===== config.mk =====
export PLATFORM = sky130hd
export DESIGN_NAME = tmc_timer8
export DESIGN_NICKNAME = d
export VERILOG_FILES = /design/src/inc/tmc_pkg.sv /design/src/inc/tmc_tick_if.sv /design/src/hdl/tmc_prescaler.sv /design/src/hdl/tmc_edge_sync.sv /design/src/hdl/tmc_timer8.sv
export SDC_FILE = /design/constraint.sdc
export NUM_CORES = 1
export LEC_CHECK = 0
export BUFFER_PORTS_ARGS = -buffer_cell sky130_fd_sc_hd__buf_4
export CORE_MARGIN = 2
export CORE_UTILIZATION = 40
export DETAILED_ROUTE_END_ITERATION = 10
export PLACE_DENSITY = 0.77
export SYNTH_ARGS = -nofsm -noshare
export SYNTH_HDL_FRONTEND = slang
export SYNTH_SLANG_ARGS = --single-unit

===== constraint.sdc =====
create_clock -name SYS_CLK -period 2.3 [get_ports SYS_CLK]
set_input_delay 0.345 -clock SYS_CLK [delete_from_list [all_inputs] [get_ports SYS_CLK]]
set_output_delay 0.345 -clock SYS_CLK [all_outputs]
set_load 0.02 [all_outputs]

===== src/inc/tmc_pkg.sv =====
package tmc_pkg;
	// ----------------------------------------------------------------
	// Register map (byte addresses)
	// ----------------------------------------------------------------
	localparam logic [11:0] ADDR_COUNT = 12'h000;
	localparam logic [11:0] ADDR_OPTION = 12'h004;
	localparam logic [11:0] ADDR_STATUS = 12'h008;
	localparam logic [11:0] ADDR_MASK = 12'h00C;
	localparam logic [11:0] ADDR_CTRL = 12'h010;

	// ----------------------------------------------------------------
	// Option register fields
	// ----------------------------------------------------------------
	localparam int OPT_RATIO_LSB = 0;
	localparam int OPT_ASSIGN_BIT = 3;
	localparam int OPT_SE_BIT = 4;
	localparam int OPT_CS_BIT = 5;
	localparam logic [7:0] OPTION_RESET = 8'h3F;

	// Status / mask / control fields
	localparam int STAT_OVF_BIT = 0;
	localparam int CTRL_SLEEP_BIT = 0;
	localparam logic [7:0] COUNT_RESET = 8'h00;
	localparam logic [7:0] MASK_RESET = 8'h00;
	localparam logic SLEEP_RESET = 1'b0;

	// ----------------------------------------------------------------
	// Timing
	// ----------------------------------------------------------------
	localparam int CLK_PER_NS = 10;
	localparam int INSTR_PHASES = 4;
	localparam int WRITE_HOLD_CYC = 2;
	localparam int PRESC_W = 8;

	typedef enum logic [1:0] {
		PH_Q1,
		PH_Q2,
		PH_Q3,
		PH_Q4
	} tmc_phase_t;
endpackage


===== src/inc/tmc_tick_if.sv =====
`timescale 1ns/1ps
// Tick path from the prescaler to the counter core
interface tmc_tick_if;
	logic tick;
	logic clear;
	modport src (output tick, input clear);
	modport dst (input tick, output clear);
endinterface


===== src/hdl/tmc_prescaler.sv =====
`timescale 1ns/1ps
module tmc_prescaler #(
	parameter int WIDTH = tmc_pkg::PRESC_W
)
(
	input wire logic clk,
	input wire logic rst,
	input wire logic src_pulse,
	input wire logic to_timer,
	input wire logic [2:0] ratio,
	tmc_tick_if.src tk
);
	logic [WIDTH-1:0] cnt_r;
	logic [WIDTH-1:0] cnt_nxt;
	logic [WIDTH-1:0] cnt_inc;
	logic tap;
	logic tap_r;

	// ----------------------------------------------------------------
	// Divider chain
	// ----------------------------------------------------------------
	// Bit n toggles at 1:2^(n+1); ratio picks the tap
	assign cnt_inc = cnt_r + {{(WIDTH-1){1'b0}}, 1'b1};
	assign cnt_nxt = tk.clear ? '0 : (src_pulse ? cnt_inc : cnt_r);
	assign tap = cnt_r[ratio];
	// Falling tap edge marks one divided period; bypass gives 1:1
	assign tk.tick = to_timer ? (tap_r & ~tap) : src_pulse;

	// Counter is internal only, never exposed on the bus
	always_ff @(posedge clk)
	begin
		if (rst)
		begin
			cnt_r <= '0;
			tap_r <= 1'b0;
		end
		else
		begin
			cnt_r <= cnt_nxt;
			tap_r <= tk.clear ? 1'b0 : tap;
		end
	end
endmodule


===== src/hdl/tmc_edge_sync.sv =====
`timescale 1ns/1ps
module tmc_edge_sync
(
	input wire logic clk,
	input wire logic rst,
	input wire logic pin,
	input wire logic sample_en,
	input wire logic falling,
	output logic edge_pulse
);
	logic s1_r;
	logic s2_r;
	logic held_r;

	// ----------------------------------------------------------------
	// Two-stage synchroniser, then sampling on chosen phases
	// ----------------------------------------------------------------
	always_ff @(posedge clk)
	begin
		if (rst)
		begin
			s1_r <= 1'b0;
			s2_r <= 1'b0;
			held_r <= 1'b0;
		end
		else
		begin
			s1_r <= pin;
			s2_r <= s1_r;
			if (sample_en)
				held_r <= s2_r;
		end
	end

	// Edge seen between two sample points
	assign edge_pulse = sample_en &
		(falling ? (held_r & ~s2_r) : (~held_r & s2_r));
endmodule


===== src/hdl/tmc_timer8.sv =====
`timescale 1ns/1ps
// Function
// - The 8-bit count register is readable and writable and serves as timer or counter.
// - With clock source select clear the count advances each instruction cycle, divided by the prescaler while it is assigned to the timer.
// - A write to the count register blocks counting for the next two instruction cycles.
// - In counter mode the count follows the external input edge set by source edge select.
// - One prescaler serves timer or watchdog; prescaler assign clear gives it to the timer.
// - Assigned to the timer the prescaler gives eight ratios from 1:2 to 1:256.
// - With prescaler assign set the timer runs at 1:1 and the watchdog owns the prescaler.
// - Software has no read or write path to the prescaler counter.
// - A count register write clears the prescaler while it belongs to the timer.
// - Rollover from FFh to 00h sets the overflow flag, which only software clears.
// - In counter mode the input is sampled on the second and fourth phase clocks.
// - During sleep counting stops and the count is held.
module tmc_timer8
(
	input wire logic SYS_CLK,
	input wire logic RESET,
	input wire logic PSEL,
	input wire logic PENABLE,
	input wire logic PWRITE,
	input wire logic [11:0] PADDR,
	input wire logic [31:0] PWDATA,
	output logic [31:0] PRDATA,
	output logic PREADY,
	output logic PSLVERR,
	input wire logic EXT_COUNT_IN,
	output logic WATCHDOG_PRESCALER_OWN,
	output logic IRQ
);
	logic [7:0] count_r;
	logic [7:0] count_nxt;
	logic [7:0] option_r;
	logic [7:0] mask_r;
	logic ovf_r;
	logic sleep_r;
	logic [1:0] hold_r;
	tmc_pkg::tmc_phase_t phase_r;
	logic [31:0] rdata_r;

	logic wr;
	logic wr_count;
	logic wr_option;
	logic wr_status;
	logic wr_mask;
	logic wr_ctrl;
	logic hit;
	logic instr_pulse;
	logic sample_pt;
	logic ext_edge;
	logic src_pulse;
	logic inc;
	logic roll;
	logic cs;
	logic se;
	logic wd_owns;
	logic [2:0] ratio_sel;
	logic [31:0] rd_mux;

	// Per-register select lines and read words
	logic rd_setup;
	logic sel_count;
	logic sel_option;
	logic sel_status;
	logic sel_mask;
	logic sel_ctrl;
	logic [31:0] word_count;
	logic [31:0] word_option;
	logic [31:0] word_status;
	logic [31:0] word_mask;
	logic [31:0] word_ctrl;

	// Next values of the software registers
	logic hold_busy;
	logic [1:0] hold_nxt;
	logic [7:0] option_nxt;
	logic [7:0] mask_nxt;
	logic sleep_nxt;

	// Tick path between prescaler and count register
	tmc_tick_if tk ();

	// ----------------------------------------------------------------
	// Helpers
	// ----------------------------------------------------------------
	// Exact word match of the bus address against one register offset
	function automatic logic addr_is(input logic [11:0] addr,
		input logic [11:0] offs);
		return addr == offs;
	endfunction

	// ----------------------------------------------------------------
	// APB decode
	// ----------------------------------------------------------------
	// Zero-wait slave; unmapped addresses report an error
	assign wr = PSEL & PENABLE & PWRITE;
	// Reads are captured in the setup phase, one edge ahead of the access
	assign rd_setup = PSEL & ~PENABLE & ~PWRITE;

	// One select line per register word
	assign sel_count = addr_is(PADDR, tmc_pkg::ADDR_COUNT);
	assign sel_option = addr_is(PADDR, tmc_pkg::ADDR_OPTION);
	assign sel_status = addr_is(PADDR, tmc_pkg::ADDR_STATUS);
	assign sel_mask = addr_is(PADDR, tmc_pkg::ADDR_MASK);
	assign sel_ctrl = addr_is(PADDR, tmc_pkg::ADDR_CTRL);
	assign hit = sel_count | sel_option | sel_status | sel_mask | sel_ctrl;

	// Write strobes, live only in the access phase
	assign wr_count = wr & sel_count;
	assign wr_option = wr & sel_option;
	assign wr_status = wr & sel_status;
	assign wr_mask = wr & sel_mask;
	assign wr_ctrl = wr & sel_ctrl;
	assign PREADY = 1'b1;
	assign PSLVERR = PSEL & PENABLE & ~hit;

	// Register words as a read returns them, unused bits zero
	assign word_count = {24'h000000, count_r};
	assign word_option = {24'h000000, option_r};
	assign word_status = {31'h00000000, ovf_r};
	assign word_mask = {24'h000000, mask_r};
	assign word_ctrl = {31'h00000000, sleep_r};

	// Read multiplexer; prescaler counter has no address
	assign rd_mux =
		sel_count ? word_count :
		sel_option ? word_option :
		sel_status ? word_status :
		sel_mask ? word_mask :
		sel_ctrl ? word_ctrl :
		32'h00000000;

	// Read data from a flip-flop: loaded in the setup phase, it stands
	// through the access phase and keeps the last read word afterwards;
	// a count that moves on the setup edge shows up on the next read
	always_ff @(posedge SYS_CLK)
	begin
		if (RESET)
			rdata_r <= 32'h00000000;
		else if (rd_setup)
			rdata_r <= rd_mux;
	end
	assign PRDATA = rdata_r;

	// ----------------------------------------------------------------
	// Option fields
	// ----------------------------------------------------------------
	assign cs = option_r[tmc_pkg::OPT_CS_BIT];
	assign se = option_r[tmc_pkg::OPT_SE_BIT];
	assign wd_owns = option_r[tmc_pkg::OPT_ASSIGN_BIT];
	assign ratio_sel = option_r[tmc_pkg::OPT_RATIO_LSB +: 3];
	// Owner flag for the watchdog side; a set bit bypasses the prescaler
	assign WATCHDOG_PRESCALER_OWN = wd_owns;

	// ----------------------------------------------------------------
	// Instruction phase clock Q1..Q4
	// ----------------------------------------------------------------
	always_ff @(posedge SYS_CLK)
	begin
		if (RESET)
			phase_r <= tmc_pkg::PH_Q1;
		else
		begin
			case (phase_r)
				tmc_pkg::PH_Q1: phase_r <= tmc_pkg::PH_Q2;
				tmc_pkg::PH_Q2: phase_r <= tmc_pkg::PH_Q3;
				tmc_pkg::PH_Q3: phase_r <= tmc_pkg::PH_Q4;
				default: phase_r <= tmc_pkg::PH_Q1;
			endcase
		end
	end
	assign instr_pulse = (phase_r == tmc_pkg::PH_Q4);
	assign sample_pt = (phase_r == tmc_pkg::PH_Q2) |
		(phase_r == tmc_pkg::PH_Q4);

	// ----------------------------------------------------------------
	// Clock source and prescaler
	// ----------------------------------------------------------------
	tmc_edge_sync u_sync (
		.clk(SYS_CLK),
		.rst(RESET),
		.pin(EXT_COUNT_IN),
		.sample_en(sample_pt),
		.falling(se),
		.edge_pulse(ext_edge)
	);

	// Counter mode when select is set, timer mode when clear
	assign src_pulse = ~sleep_r &
		(cs ? ext_edge : instr_pulse);
	// Prescaler restarts on a count write only while the timer owns it
	assign tk.clear = wr_count & ~wd_owns;

	tmc_prescaler u_psc (
		.clk(SYS_CLK),
		.rst(RESET),
		.src_pulse(src_pulse),
		.to_timer(~wd_owns),
		.ratio(ratio_sel),
		.tk(tk)
	);

	// ----------------------------------------------------------------
	// Count register
	// ----------------------------------------------------------------
	// Increments are dropped while the post-write hold runs or asleep
	// A write in the same cycle wins over a tick, so no false rollover
	assign hold_busy = (hold_r != 2'd0);
	assign inc = tk.tick & ~hold_busy & ~sleep_r & ~wr_count;
	assign roll = inc & (count_r == 8'hFF);
	assign count_nxt = wr_count ? PWDATA[7:0] :
		(inc ? count_r + 8'h01 : count_r);

	always_ff @(posedge SYS_CLK)
	begin
		if (RESET)
			count_r <= tmc_pkg::COUNT_RESET;
		else
			count_r <= count_nxt;
	end

	// Hold counts down on instruction-cycle boundaries after a write;
	// a second write restarts it, so close writes never count early
	assign hold_nxt = wr_count ? 2'(tmc_pkg::WRITE_HOLD_CYC) :
		((instr_pulse & hold_busy) ? hold_r - 2'd1 : hold_r);

	always_ff @(posedge SYS_CLK)
	begin
		if (RESET)
			hold_r <= 2'd0;
		else
			hold_r <= hold_nxt;
	end

	// ----------------------------------------------------------------
	// Option, mask, sleep control
	// ----------------------------------------------------------------
	// Next values: a write replaces the byte, otherwise it is kept
	assign option_nxt = wr_option ? PWDATA[7:0] : option_r;
	assign mask_nxt = wr_mask ? PWDATA[7:0] : mask_r;
	assign sleep_nxt = wr_ctrl ? PWDATA[tmc_pkg::CTRL_SLEEP_BIT] : sleep_r;

	// Option byte; reset hands the prescaler to the watchdog
	always_ff @(posedge SYS_CLK)
	begin
		if (RESET)
			option_r <= tmc_pkg::OPTION_RESET;
		else
			option_r <= option_nxt;
	end

	// Interrupt mask byte
	always_ff @(posedge SYS_CLK)
	begin
		if (RESET)
			mask_r <= tmc_pkg::MASK_RESET;
		else
			mask_r <= mask_nxt;
	end

	// Sleep control; while set the count and prescaler stand still
	always_ff @(posedge SYS_CLK)
	begin
		if (RESET)
			sleep_r <= tmc_pkg::SLEEP_RESET;
		else
			sleep_r <= sleep_nxt;
	end

	// ----------------------------------------------------------------
	// Overflow flag and interrupt
	// ----------------------------------------------------------------
	// Set wins over a write-one clear in the same cycle
	always_ff @(posedge SYS_CLK)
	begin
		if (RESET)
			ovf_r <= 1'b0;
		else if (roll)
			ovf_r <= 1'b1;
		else if (wr_status && PWDATA[tmc_pkg::STAT_OVF_BIT])
			ovf_r <= 1'b0;
	end

	// Flag sets regardless of enable; mask only gates the output
	assign IRQ = ovf_r & mask_r[tmc_pkg::STAT_OVF_BIT];
endmodule


==> flow_summary.toml <==
[logic_synthesis]
synth.avg_cell_area_um2 = 8.85
synth_flop_cell = "dfxtp_1"
syn_area_um2 = 2680
synth-async-reset-ratio = 0
synth.distinct_cells = 45
yosysWarnings = 0
ys_seq_area_frac = 0.373
synth_seq_cells = 50
synthCells = 303
synth_edf_count = 0

[drt]
drt_iter0_drc = 237
via_count = 2246
via_per_inst = 5.30
drtPass1Iterations = 8
drcViolationCount = 10
wl_mm = 5.95
wl_per_cell_um = 14.0
antenna_left = 0

[floorplan]
initial_core_util = 0.417
coreArea_um2 = 6420
die_h_um = 85.9
die-area_um2 = 7370
fp.dieW_um = 85.9
rows = 29
io_pins = 86

[critical_path]
crit_fanout = 16
r2r-start = "option_r[0]"
required_ns = 2.52
reg2reg_slack_ns = 0.11
cp_slowest_cell = "mux4_2"
path_cells = "mux2i_1, mux4_2, a32oi_4, o21ai_0, a311oi_1"
r2r.worst_path.cells = 5
endpoint_kind = "flip-flop"
critPathKind = "reg2reg"
arrival_ns = 2.40
slowest_delay_ns = 0.54
start_kind = "flip-flop"
r2r_end = "count_r[3]"

[place]
place_congestion = 0.775
dp_slack_ns = 0.0819
portBuffers = 36
hpwl_mm = 4.32

[timing]
final.setup_skew_ns = 0.00807
whs_ns = 0.270
min_period_ns = 2.19
finalCritPeriodShare = 0.950
finalSetupViolations = 0
clock.fmax_mhz = 457
slew_violations = 0
finalHoldViolCount = 0
layout_setup_ws_ns = 0.114
rsz0062_at_grt = "no"
tns_ns = 0

[layout]
regArea_um2 = 1000
multi_input_area_um2 = 1490
fill_cells = 610
fin_nets = 404
insertedDiodeCount = 0
drive_gt1_frac = 0.184
final_core_util = 0.486
area_growth_pct = 16.4

[hold_path]
hold_path_end = "u_sync.s1_r"
hold_path.class = "in2reg"
hp-start = "EXT_COUNT_IN"
hold_depth = 2

[status]
violations = "design-rule violations"
status = "finished, violations left"

[flow_run]
cap_violations = 0

[power_and_ir_drop]
p_leak_nw = 1.26
peakVddDrop_mv = 0.384
p_per_area_nw_per_um2 = 574

[clock_network]
cts_buffers = 5
clock-sinks = 50
cts_tree = "done"
clk_pin_slew_ns = 0.09
cts_buffer_depth = 2
h-tree-depth = 2
clk_root_buffer_cell = "clkbuf_8"
worstSkewPairLatency_ns = 0.30
hold_buffers = 0

[grt]
antenna_found_initial = 0
grt.total_usage = 0.167
grt_pass1_vias = 2118
grt_overflow_total = 0
grt_pass1_wl_mm = 9.95
grt_max_degree = 45
area by class of cell:
cell class                      instances  area share
Sequential cell                        50       0.321
Timing Repair Buffer                   50       0.124
Inverter                               10      0.0120
Clock buffer                            5      0.0221
Clock inverter                          3      0.0128
Multi-Input combinational cell        229       0.477
Tap cell                               77      0.0309
stage by stage:
stage	instance area (um2)	total power, W	instances
after floorplan	2770	0.00114	326
after global placement	3000	0.00119	416
after detailed placement	3000	0.00121	416
after CTS	3120	0.00181	424
after global routing	3120	0.00187	424
final	3120	0.00179	424
cells in the mapped netlist, drive strengths merged, types with 2 or more instances:
cell type   n  area [um2]
clkbuf      7        26.3
or4         3        22.5
nor3       13        65.1
inv        10        37.5
buf        30         224
nor4        2        27.5
and4        2        17.5
xnor2       3        26.3
nand2      10        37.5
nand3      11        55.1
a211o       6        52.6
nand4       3        18.8
nand3b      2        15.0
and2        5        31.3
dfxtp      50        1000
nor2       41         154
nor2b      12        75.1
conb        2        7.51
a311oi      7        67.6
a21oi      13        65.1
ha          8         100
xor2        5        43.8
nand2b      2        12.5
o21ai       9        45.0
mux2i      18         180
a221o       7        70.1
and3        4        25.0
or3         5        31.3
logic make-up (layout without fill, tap and decap cells):
kind of cell | Yosys count | in the layout | synth area share
mux | 19 | 19 | 0.0756
compound gates | 51 | 51 | 0.147
buf+inv | 47 | 68 | 0.107
fa+ha+maj | 8 | 8 | 0.0373
simple gates | 118 | 118 | 0.230
flops | 50 | 50 | 0.373
xor+xnor | 8 | 8 | 0.0261
other cells | 2 | 25 | 0.00280
per-layer routing:
| metal | share of wire | track usage | vias up | wire (um) |
|---|---|---|---|---|
| met5 | 0 | 0 | - | 0 |
| met4 | 0.0092 | 0.0390 | 0 | 55 |
| met3 | 0.069 | 0.0356 | 6 | 413 |
| met2 | 0.47 | 0.289 | 78 | 2820 |
| met1 | 0.45 | 0.214 | 1054 | 2660 |
| li1 | - | - | 1108 | - |
where the power goes:
part | switching, W | total (W) | internal, W
combinational | 0.000168 | 0.000271 | 0.000103
clock | 0.000283 | 0.000603 | 0.000320
sequential | 0.0000250 | 0.000918 | 0.000893
total | 0.000476 | 0.00179 | 0.00132
flip-flops by register name, summed over array words and instances, names as in the netlist:
name and cells:
hold_r 2, sleep_r 1, u_psc.tap_r 1, u_sync.s2_r 1, phase_r 2, count_r 8
mask_r 8, u_sync.held_r 1, PRDATA 8, option_r 8, u_sync.s1_r 1, ovf_r 1
u_psc.cnt_r 8
critical path: cells and delay by family, from the launching register on:
family / cells / cell delay [ns]
flip-flops: 1 / 0.51
AO/OA/AOI/OAI: 3 / 0.90
multiplexers: 2 / 0.69
how the worst max path moves through the flow:
stage           startpoint  depth (start not counted)     endpoint  slack (ns)
2_1_floorplan    PADDR[10]                          7  option_r[4]        0.37
3_3_place_gp   option_r[0]                          5   count_r[6]        0.12
3_5_place_dp   option_r[0]                          5   count_r[3]        0.08
4_1_cts        option_r[0]                          5   count_r[3]        0.14
5_1_grt        option_r[0]                          5   count_r[5]        0.02
6_report       option_r[0]                          5   count_r[3]        0.11
repair_timing:
action                     in CTS  in global routing
setup endpoints to repair       1                  0
hold endpoints to repair        0                  0
resized for setup               1                  0
setup buffers                   0                  0
cells in the final DEF, fill, tap and decap left out, drive strengths merged, types with 2 or more instances in the layout:
| master | count |
|---|---|
| a211o | 6 |
| a21oi | 13 |
| a221o | 7 |
| a311oi | 7 |
| and2 | 5 |
| and3 | 4 |
| and4 | 2 |
| buf | 50 |
| clkbuf | 5 |
| clkinv | 2 |
| conb | 25 |
| dfxtp | 50 |
| ha | 8 |
| inv | 10 |
| mux2i | 18 |
| nand2 | 10 |
| nand2b | 2 |
| nand3 | 11 |
| nand3b | 2 |
| nand4 | 3 |
| nor2 | 41 |
| nor2b | 12 |
| nor3 | 13 |
| nor4 | 2 |
| o21ai | 9 |
| or3 | 5 |
| or4 | 3 |
| xnor2 | 3 |
| xor2 | 5 |
Note: power is estimated with default switching activity, not from simulation.
